<file path="src/csp_pkg.sv">
// Package with register map, field positions and shared types of the serial shift port.
//
// Operation
// - Exactly eight bits go out and eight come in per activation, paced by shift clock.
// - Each outgoing bit is driven onto the serial output on a falling shift edge.
// - The serial input is sampled into the data register on a rising shift edge.
// - Bit order select picks least-significant or most-significant bit first.
// - Clock source codes 000B to 100B select the internal shift clock.
// - Clock source code 101B takes the shift clock from the clock pin.
// - A clock toggled by software through the pin is accepted in external mode.
// - Writing start with stop zero activates the port; mode zero begins a transfer, mode one enters standby.
// - After a byte the done flag sets; mode zero stops, mode one waits standby.
// - Stop during a transfer aborts it, keeps done clear, enters stop state.
// - With mode zero, a start write restarts after completion.
// - With mode one, a data register read or write restarts from standby.
// - After forced stop in mode one, restart needs stop zero, start one, data access.
// - Reset and a stop write both put the port into the stop state.
// - Entering stop clears the bit counter; reset or a stop write also clears the done flag.
// - Stop overrides start; no transfer begins while stop is one.
// - Normal end clears busy, sets done and reinitializes the bit counter.
// - An interrupt request is raised at transfer end when done interrupt is enabled.
// - Busy is one during a transfer and zero in stop and standby.
`default_nettype none
package csp_pkg;
   localparam logic [11:0] ADDR_CTRL = 12'h000;
   localparam logic [11:0] ADDR_DATA = 12'h004;
   localparam logic [11:0] ADDR_PORT = 12'h008;
   localparam int          ADDR_W    = 12;

   localparam int BIT_SEL_HI  = 15;
   localparam int BIT_SEL_LO  = 13;
   localparam int BIT_DONEIE  = 12;
   localparam int BIT_DONE    = 11;
   localparam int BIT_BUSY    = 10;
   localparam int BIT_STOP    = 9;
   localparam int BIT_START   = 8;
   localparam int BIT_MODE    = 3;
   localparam int BIT_ORDER   = 2;
   localparam int BIT_CLKOE   = 1;
   localparam int BIT_PORTCLK = 0;

   localparam logic [2:0] SEL_INT_MAX = 3'h4;
   localparam logic [2:0] SEL_EXT     = 3'h5;
   localparam logic [3:0] BITS_PER_XFER = 4'h8;
   localparam logic [5:0] DIV_M_MAX   = 6'h3F;

   typedef enum logic [2:0] {
      ST_STOP    = 3'b001,
      ST_STANDBY = 3'b010,
      ST_XFER    = 3'b100
   } csp_state_e;

   typedef struct packed {
      logic [2:0] clkSel;
      logic       doneIrqEn;
      logic       stopReq;
      logic       startReq;
      logic       mode;
      logic       lsbFirst;
      logic       clkOutEn;
      logic       portClk;
   } csp_ctrl_s;
endpackage : csp_pkg
`default_nettype wire

</file>
<file path="src/csp_edge_sync.sv">
// Three-stage pin synchroniser with edge detection for the shift clock and data input.
`default_nettype none
module csp_edge_sync (
   input  wire logic clk,
   input  wire logic srst,
   input  wire logic pinIn,
   output logic      level,
   output logic      rise,
   output logic      fall
);
   typedef struct packed {
      logic s1;
      logic s2;
      logic s3;
      logic lvl;
   } csp_sync_s;

   csp_sync_s r_q;
   csp_sync_s r_d;

   // The level only moves when the second and third stages agree.
   always_comb begin
      r_d    = r_q;
      r_d.s1 = pinIn;
      r_d.s2 = r_q.s1;
      r_d.s3 = r_q.s2;
      if (r_q.s2 == r_q.s3) begin
         r_d.lvl = r_q.s3;
      end
   end

   always_ff @(posedge clk) begin
      if (srst) begin
         r_q <= '1;
      end else begin
         r_q <= r_d;
      end
   end

   assign level = r_q.lvl;
   assign rise  = (r_q.s2 == r_q.s3) && r_q.s3 && !r_q.lvl;
   assign fall  = (r_q.s2 == r_q.s3) && !r_q.s3 && r_q.lvl;
endmodule : csp_edge_sync
`default_nettype wire

</file>
<file path="src/csp_shift_port.sv">
// Eight-bit clocked serial shift port with an APB register slave.
`default_nettype none
module csp_shift_port #(
   parameter int XFER_BITS = 8
) (
   input  wire logic        clk,
   input  wire logic        srst,
   input  wire logic        psel,
   input  wire logic        penable,
   input  wire logic        pwrite,
   input  wire logic [11:0] paddr,
   input  wire logic [31:0] pwdata,
   output logic             pready,
   output logic [31:0]      prdata,
   output logic             pslverr,
   input  wire logic        shiftClkIn,
   output logic             shiftClkOut,
   output logic             shiftClkOe_n,
   input  wire logic        serialIn,
   output logic             serialOut,
   output logic             doneIrq
);
   typedef struct packed {
      csp_pkg::csp_state_e  state;
      csp_pkg::csp_ctrl_s   ctrl;
      logic                 done;
      logic [7:0]           data;
      logic [3:0]           bitCnt;
      logic [5:0]           divCnt;
      logic                 intClk;
      logic                 sOut;
      logic                 sckOut;
      logic                 sckOe_n;
      logic                 irq;
      logic                 ready;
      logic [31:0]          rdata;
      logic                 slvErr;
   } csp_reg_s;

   csp_reg_s r_q;
   csp_reg_s r_d;

   logic extRise;
   logic extFall;
   logic sinLvl;
   logic shRise;
   logic shFall;
   logic isExt;
   logic access;
   logic dataAcc;
   logic ctrlWr;
   logic [15:0] ctrlRd;

   function automatic logic hit(input logic [11:0] a, input logic [11:0] reg_a);
      return a == reg_a;
   endfunction : hit

   csp_edge_sync u_sck (
      .clk   (clk),
      .srst  (srst),
      .pinIn (shiftClkIn),
      .level (),
      .rise  (extRise),
      .fall  (extFall)
   );

   csp_edge_sync u_sin (
      .clk   (clk),
      .srst  (srst),
      .pinIn (serialIn),
      .level (sinLvl),
      .rise  (),
      .fall  ()
   );

   // Ready answers the access phase one cycle late, so every transfer waits one state.
   assign access  = psel && penable && r_q.ready;
   assign dataAcc = access && hit(paddr, csp_pkg::ADDR_DATA);
   assign ctrlWr  = access && pwrite && hit(paddr, csp_pkg::ADDR_CTRL);
   assign isExt   = (r_q.ctrl.clkSel == csp_pkg::SEL_EXT);

   // The internal clock idles high, so its edges line up with an external idle-high clock.
   assign shRise = isExt ? extRise : (r_q.state == csp_pkg::ST_XFER)
                   && !r_q.intClk && r_q.divCnt == 6'h00;
   assign shFall = isExt ? extFall : (r_q.state == csp_pkg::ST_XFER)
                   && r_q.intClk && r_q.divCnt == 6'h00;

   always_comb begin
      ctrlRd = 16'h0000;
      ctrlRd[csp_pkg::BIT_SEL_HI:csp_pkg::BIT_SEL_LO] = r_q.ctrl.clkSel;
      ctrlRd[csp_pkg::BIT_DONEIE]  = r_q.ctrl.doneIrqEn;
      ctrlRd[csp_pkg::BIT_DONE]    = r_q.done;
      ctrlRd[csp_pkg::BIT_BUSY]    = (r_q.state == csp_pkg::ST_XFER);
      ctrlRd[csp_pkg::BIT_STOP]    = r_q.ctrl.stopReq;
      ctrlRd[csp_pkg::BIT_MODE]    = r_q.ctrl.mode;
      ctrlRd[csp_pkg::BIT_ORDER]   = r_q.ctrl.lsbFirst;
      ctrlRd[csp_pkg::BIT_CLKOE]   = r_q.ctrl.clkOutEn;
      ctrlRd[csp_pkg::BIT_PORTCLK] = r_q.ctrl.portClk;
   end

   always_comb begin
      r_d          = r_q;
      r_d.irq      = 1'b0;
      r_d.ready    = psel && penable && !r_q.ready;
      r_d.slvErr   = 1'b0;
      r_d.ctrl.startReq = 1'b0;

      // Read data and refusal load with ready, so they stand while pready is high.
      if (psel && penable && !r_q.ready) begin
         r_d.rdata = 32'h0000_0000;
         if (hit(paddr, csp_pkg::ADDR_CTRL)) begin
            r_d.rdata[15:0] = ctrlRd;
         end else if (hit(paddr, csp_pkg::ADDR_DATA)) begin
            r_d.rdata[7:0] = r_q.data;
         end else begin
            r_d.slvErr = 1'b1;
         end
      end
      if (ctrlWr) begin
         r_d.ctrl.clkSel    = pwdata[csp_pkg::BIT_SEL_HI:csp_pkg::BIT_SEL_LO];
         r_d.ctrl.doneIrqEn = pwdata[csp_pkg::BIT_DONEIE];
         r_d.ctrl.stopReq   = pwdata[csp_pkg::BIT_STOP];
         r_d.ctrl.startReq  = pwdata[csp_pkg::BIT_START];
         r_d.ctrl.mode      = pwdata[csp_pkg::BIT_MODE];
         r_d.ctrl.lsbFirst  = pwdata[csp_pkg::BIT_ORDER];
         r_d.ctrl.clkOutEn  = pwdata[csp_pkg::BIT_CLKOE];
         r_d.ctrl.portClk   = pwdata[csp_pkg::BIT_PORTCLK];
         // Writing zero to the done bit clears it in mode zero.
         if (!pwdata[csp_pkg::BIT_DONE] && !r_q.ctrl.mode) begin
            r_d.done = 1'b0;
         end
      end
      if (dataAcc && pwrite) begin
         r_d.data = pwdata[7:0];
      end
      if (dataAcc && r_q.ctrl.mode) begin
         r_d.done = 1'b0;
      end

      // Internal half-period divider.
      if (r_q.state == csp_pkg::ST_XFER && !isExt) begin
         if (r_q.divCnt == 6'h00) begin
            r_d.divCnt = csp_pkg::DIV_M_MAX >> (3'h5 - {2'b00, r_q.ctrl.clkSel[0]});
            r_d.intClk = !r_q.intClk;
         end else begin
            r_d.divCnt = r_q.divCnt - 6'h01;
         end
      end else begin
         r_d.divCnt = 6'h00;
         r_d.intClk = 1'b1;
      end

      case (r_q.state)
         csp_pkg::ST_STOP: begin
            r_d.bitCnt = 4'h0;
            if (ctrlWr && pwdata[csp_pkg::BIT_START] && !pwdata[csp_pkg::BIT_STOP]) begin
               if (!pwdata[csp_pkg::BIT_MODE]) begin
                  r_d.state = csp_pkg::ST_XFER;
               end else begin
                  r_d.state = csp_pkg::ST_STANDBY;
               end
            end
         end
         csp_pkg::ST_STANDBY: begin
            if (dataAcc && !r_q.ctrl.stopReq) begin
               r_d.state = csp_pkg::ST_XFER;
            end
         end
         csp_pkg::ST_XFER: begin
            if (shFall) begin
               r_d.sOut = r_q.ctrl.lsbFirst ? r_q.data[0] : r_q.data[7];
            end
            if (shRise) begin
               r_d.data = r_q.ctrl.lsbFirst ? {sinLvl, r_q.data[7:1]}
                                            : {r_q.data[6:0], sinLvl};
               r_d.bitCnt = r_q.bitCnt + 4'h1;
               if (r_q.bitCnt == 4'(XFER_BITS - 1)) begin
                  r_d.bitCnt = 4'h0;
                  r_d.done   = 1'b1;
                  r_d.irq    = r_q.ctrl.doneIrqEn;
                  r_d.state  = r_q.ctrl.mode ? csp_pkg::ST_STANDBY
                                             : csp_pkg::ST_STOP;
               end
            end
         end
         default: begin
            r_d.state = csp_pkg::ST_STOP;
         end
      endcase

      // Stop wins over start and over a completing byte.
      if (r_d.ctrl.stopReq) begin
         r_d.state  = csp_pkg::ST_STOP;
         r_d.bitCnt = 4'h0;
         r_d.done   = 1'b0;
         r_d.irq    = 1'b0;
      end

      // With the enable off the pin is left to the peer; with it on the pin carries the
      // internal clock, or the software port level in external mode. The internal clock
      // is taken from its next value so the pin and the shift edges stay in step.
      r_d.sckOe_n = !r_q.ctrl.clkOutEn;
      r_d.sckOut  = isExt ? r_q.ctrl.portClk : r_d.intClk;
   end

   always_ff @(posedge clk) begin
      if (srst) begin
         r_q         <= '0;
         r_q.state   <= csp_pkg::ST_STOP;
         r_q.intClk  <= 1'b1;
         r_q.sckOut  <= 1'b1;
         r_q.sckOe_n <= 1'b1;
      end else begin
         r_q <= r_d;
      end
   end

   assign pready       = r_q.ready;
   assign prdata       = r_q.rdata;
   assign pslverr      = r_q.slvErr;
   assign shiftClkOut  = r_q.sckOut;
   assign shiftClkOe_n = r_q.sckOe_n;
   assign serialOut    = r_q.sOut;
   assign doneIrq      = r_q.irq;
endmodule : csp_shift_port
`default_nettype wire

</file>
<file path="config.mk">
export PLATFORM = sky130hd
export DESIGN_NAME = csp_shift_port
export DESIGN_NICKNAME = d
export VERILOG_FILES = /design/src/csp_pkg.sv /design/src/csp_edge_sync.sv /design/src/csp_shift_port.sv
export SDC_FILE = /design/constraint.sdc
export NUM_CORES = 1
export LEC_CHECK = 0
export ABC_CLOCK_PERIOD_IN_PS = 8100
export BUFFER_PORTS_ARGS = -buffer_cell sky130_fd_sc_hd__buf_4
export CORE_ASPECT_RATIO = 0.5
export CORE_MARGIN = 2
export CORE_UTILIZATION = 55
export DETAILED_ROUTE_END_ITERATION = 8
export GPL_ROUTABILITY_DRIVEN = 0
export PLACE_DENSITY = 0.9
export RECOVER_POWER = 50
export SYNTH_ARGS = -nofsm -noshare
export SYNTH_HDL_FRONTEND = slang
export SYNTH_HIERARCHICAL = 1
export SYNTH_SLANG_ARGS = --single-unit
export TNS_END_PERCENT = 30
</file>
<file path="constraint.sdc">
create_clock -name clk -period 8.1 [get_ports clk]
set_clock_uncertainty 0.2 [all_clocks]
set_input_delay 2.025 -clock clk [delete_from_list [all_inputs] [get_ports clk]]
set_output_delay 2.025 -clock clk [all_outputs]
set_load 0.02 [all_outputs]
</file>
# Word level (Yosys, flattened, before mapping)
# Cells that the tools add are included.
# W data, S select, Z words.
[word_totals] input_bits=51 output_inout_bits=38 word_cells=118 regBits=62
[op_classes] add_sub_neg=3 n_bitwise=5 shifts=1 n_eq_ne=12 n_mux=28 n_reduce_logical=41
[ops] op="$mux W8" count=5
[ops] op="$logic_and A1 B1 Y1" count=21
[ops] op="$mux W3" count=5
[ops] op="$mux W13" count=1
[ops] op="$eq A12 B3 Y1 const B" count=1
[ops] op="$logic_not A12 Y1" count=1
[ops] op="$logic_not A1 Y1" count=10
[ops] op="$mux W1" count=10
[ops] op="$mux W9" count=1
[ops] op="$pmux W3 S3" count=1
[ops] op="$pmux W4 S2" count=1
[ops] op="$mux W7" count=1
[ops] op="$eq A3 B3 Y1 const B" count=2
[ops] op="$logic_not A6 Y1" count=1
[ops] op="$mux W6" count=1
[ops] op="$ne A2 B2 Y1 const B" count=3
[ops] op="$shr A6 B3 Y6 const A" count=1
[ops] op="$sub A6 B1 Y6 const B" count=1
[ops] op="$not A1 Y1" count=5
[ops] op="$reduce_or A5 Y1" count=1
[ops] op="$add A4 B1 Y4 const B" count=1
[ops] op="$eq A4 B3 Y1 const B" count=1
[ops] op="$mux W4" count=1
[ops] op="$reduce_and A2 Y1" count=2
[ops] op="10 further kinds" count=12

# Longest topological paths before layout
[depth] word_depth=9 mapped_depth=8

# Cells and area by module
# The synthesis kept the hierarchy.
[modules_own_cells] mod="csp_shift_port" area_per_inst_um2=2662.6 cells_each=295 n_inst=1
[modules_own_cells] mod="csp_edge_sync" area_per_inst_um2=161.4 cells_each=16 n_inst=2

# Worst setup path after synthesis
# No wires, ideal clock.
[synth_timing] path_type="input to register" startpoint="input paddr[7]" endpoint="register r_q[47] (netlist name)" setup_ns=0.091 slack_ns=4.109 t_arrival_ns=3.701 required_time_ns=7.809 path_stages=6 path_cell_list="or4_4 -> nor4_4 -> buf_6 -> mux2i_1 -> nand2b_1 -> a311oi_1"
[synth_between] elab_chain_cells=4
[synth_lines] element="from (decl)" line="csp_shift_port.sv:11" source="input wire logic [11:0] paddr,"
[synth_lines] element="$logic_not A12 Y1" line="csp_shift_port.sv:55" source="return a == reg_a;"
[synth_lines] element="$logic_and A1 B1 Y1" line="csp_shift_port.sv:79" source="assign ctrlWr = access && pwrite && hit(paddr, csp_pkg::ADDR_CTRL);"
[synth_lines] element="$mux W7" line="csp_shift_port.sv:119" source="if (ctrlWr) begin"
[synth_lines] element="$reduce_or A2 Y1 (no source line)"
[synth_lines] element="to (signal assigned)" line="csp_shift_port.sv:214" source="r_q <= r_d;"
[synth_lines] element="to (decl)" line="csp_shift_port.sv:40" source="csp_reg_s r_q;"
# Every way passes these cells.
# A chain may end at the register's enable or synchronous reset.

# Worst setup path after layout
# Same ends and word-level chain as after synthesis.

==> results.md <==
Placement:
- The number of buffers inserted by port buffering is 54.
- OpenSTA, run right after detailed placement, puts the worst setup slack at between 3 and 4 ns.
- The area of placed instances is 0.003213 mm^2.
- The detailed placement HPWL is 4.361 mm.

STA:
- Setup repair after global routing left no endpoint under its margin.
- Counting I/O delays and the setup requirement, the final critical path takes between 4 and 5 ns.
- The final-layout setup total negative slack is 0 ns.
- The final number of setup-violating endpoints is 0.
- The total count of max-transition violations in the final report is 51.
- In the finished design, the share of the clock period the worst path needs comes to 0.5345.
- Timing would allow up to 0.2310 GHz.
- The setup slack of the critical path after layout is 3.770 ns.
- The worst pin sits at a relative slew slack of -0.3069.
- The final number of hold-violating endpoints is 0.
- At the pin with the least slew margin, the transition time is 1.960 ns.

Worst setup path:
- The dominant delay contributor by cell family on the critical path is simple AND/OR/NAND/NOR gates.
- Along the worst path, the maximum fanout reaches 11.
- The required time of the critical path is 8.15 ns.
- The setup path with the least slack is of type input pin to register.
- The signal on the critical path passes through buf_4 > or4_4 > nor4_4 > mux2i_1 > nand2b_1 > a311oi_1.
- The critical path data arrival time is 4.38 ns.
- The cell at the slowest stage of the critical path is nor4_4.
- The capturing element type of the critical path is a register.
- The worst setup path is launched from an input pin.
- The critical path's largest stage delay is 0.85 ns.
- Together, buffers and inverters on the worst path number 1.

Global routing:
- The remaining global-route overflow is 0.
- The number of global-route vias before repair is 2198.
- Entering global routing, the biggest net connects 51 pins.
- The initial antenna violation count came to 0.
- The first-pass GRT wire length is 10.14 mm.
- For this run, the total global-route usage over all layers was measured as 0.2191.

Status:
- The final reports fail on capacitance limit, slew limit.
- The run finished, with violations left.

Clocking:
- The clock tree buffer depth is 2.
- The buffers inserted during post-CTS setup optimization is 0.
- Clock latency on the worst-skew pair, taken at its later pin, is 0.34 ns.
- The H-tree was split into 3 levels.
- TritonCTS created 9 clock buffers.
- The cell at the root of the clock tree is clkbuf_8.
- The clock edge transition at the registers on the reported setup and hold paths is 0.06 ns.
- For this design, the CTS-stage hold fixing added 0 buffers.
- TritonCTS built the clock tree.
- For this design, the sink count on the clock tree is 61.
- The number of gates resized after CTS was 0.

Synthesis:
- Synthesis produced around 320 cells.
- The yosys synthesis warning count is 6.
- The mean cell area of the mapped netlist is 9.137 um^2.
- The area of the mapped netlist is roughly 0.0030 mm^2.

Pwr:
- The reported net switching power is between 100 and 150 uW.
- The sequential power share is 0.517.
- The combinational fraction of design power is 0.073.
- Of the total power, the share spent switching nets is 0.2446.
- Of the total power, the clock network draws 0.410.
- The power consumption is 591.2 uW.
- Across the VDD grid, the largest voltage drop is 0.1188 mV.
- The power density over the cells is 179.2 mW/mm^2.
- Summed over all cells, the static leakage comes to 1.347 nW.
- The internal power of the cells totals 446.6 uW.

Drt:
- The DRC marker count from the first detailed-route iteration is 88.
- The routed via count divided by cell count is 5.451.
- The final route contains 2371 vias.
- The routed wire length is 6.303 mm.
- The total DRC errors in the routed layout is 0.
- The number of optimization iterations in the first detailed-route pass is 4.
- The routed length per placed instance is 14.49 um.
- The remaining number of nets flagged by the antenna check after routing is 0.

Cells and area:
- In the final layout, the share of cells above drive strength 1 is 0.1671.
- Summing all non-filler instances in the final layout gives an area of 0.003298 mm^2.
- The net count reported at finish is between 400 and 500.
- The antenna diode count is 0.
- The utilization after layout is 0.6538.
- The area added between synthesis and finish is 11.41%.
- After filler insertion, the fill cell instance count of the layout stands at ~420.

Floorplan:
- The floorplan die area is 0.006021 mm^2.
- The width of the chip is 107.8 um.
- The die is between 50 and 60 um tall.
- The core outline area is approximately 0.0050 mm^2.
- For this configuration, the core starts out at a cell density of 0.5868.
- The top-level port count is 89.
- The floorplan has 18 rows.

Flow run:
- The reported max-cap violation count is 1.

Hold path:
- The tightest min-delay check is of the register to register type.
## layout by cell type, fill, tap and decap left out, types with 8 or more instances in the layout
| cell | n |
|---|---|
| nor2_1 | 36 |
| a211oi_1 | 18 |
| clkbuf_1 | 23 |
| clkbuf_8 | 11 |
| dfxtp_1 | 61 |
| conb_1 | 17 |
| a21oi_1 | 13 |
| mux2i_1 | 18 |
| nand2_1 | 24 |
| a22oi_1 | 8 |
| buf_4 | 32 |
| inv_1 | 10 |
| nor2b_1 | 9 |
## state kept, by name, indices dropped and copies added (netlist names), 2 cells and up
signal and flops:
ctrlRd 10, prdata 15, r_q 22, u_sck/r_d 2, u_sin/r_d 2
## per-layer routing
layer,GRT usage,vias up,part of all wire
li1,-,1166,-
met1,0.2622,1105,0.45
met2,0.3459,85,0.47
met3,0.1007,15,0.072
met4,0.08242,0,0.017
met5,0,-,0
## area by class of cell
| type | instances | area (um^2) | area share |
|---|---|---|---|
| clock inverters | 4 | 22.52 | 0.006829 |
| multi-input cells | 224 | 1451 | 0.4401 |
| repair buffers | 54 | 322.8 | 0.09788 |
| well taps | 70 | 87.58 | 0.02656 |
| inverters | 10 | 37.54 | 0.01138 |
| flip-flops and latches | 61 | 1221 | 0.3703 |
| clock buffers | 12 | 155.1 | 0.04704 |
## per-stage QoR
stage / cells / hold slack [ns]
floorplan: 340 / 0.1802
CTS: 435 / 0.2039
global placement: 419 / 0.1877
finish: 435 / 0.2016
detailed placement: 419 / 0.1885
global route: 435 / 0.2256
## worst register-to-register path, delay by kind of cell (launching register included)
| kind | cells | cell delay (ns) |
|---|---|---|
| AOI/OAI and AO/OA | 1 | 0.24 |
| and+or+nand+nor | 3 | 1.49 |
| muxes | 1 | 0.38 |
| DFF | 1 | 0.36 |
## power by group through the flow
stage | clock (mW) | combinational (mW) | sequential [mW]
6_report | 0.242 | 0.0434 | 0.305
5_1_grt | 0.260 | 0.0474 | 0.306
4_1_cts | 0.247 | 0.0441 | 0.305
3_5_place_dp | 0 | 0.0436 | 0.312
3_3_place_gp | 0 | 0.0422 | 0.312
2_1_floorplan | 0 | 0.0314 | 0.312
## worst paths after layout
| kind | from | end | slack (ns) | depth (start not counted) |
|---|---|---|---|---|
| min reg2reg | u_sck/r_d[2] | u_sck/r_d[1] | 0.20 | 1 |
| max | paddr[7] | r_q[47] | 3.77 | 6 |
| min | u_sck/r_d[2] | u_sck/r_d[1] | 0.20 | 1 |
| max reg2reg | pready | r_q[47] | 5.34 | 5 |
No activity file was read; power rests on OpenSTA's default activity.
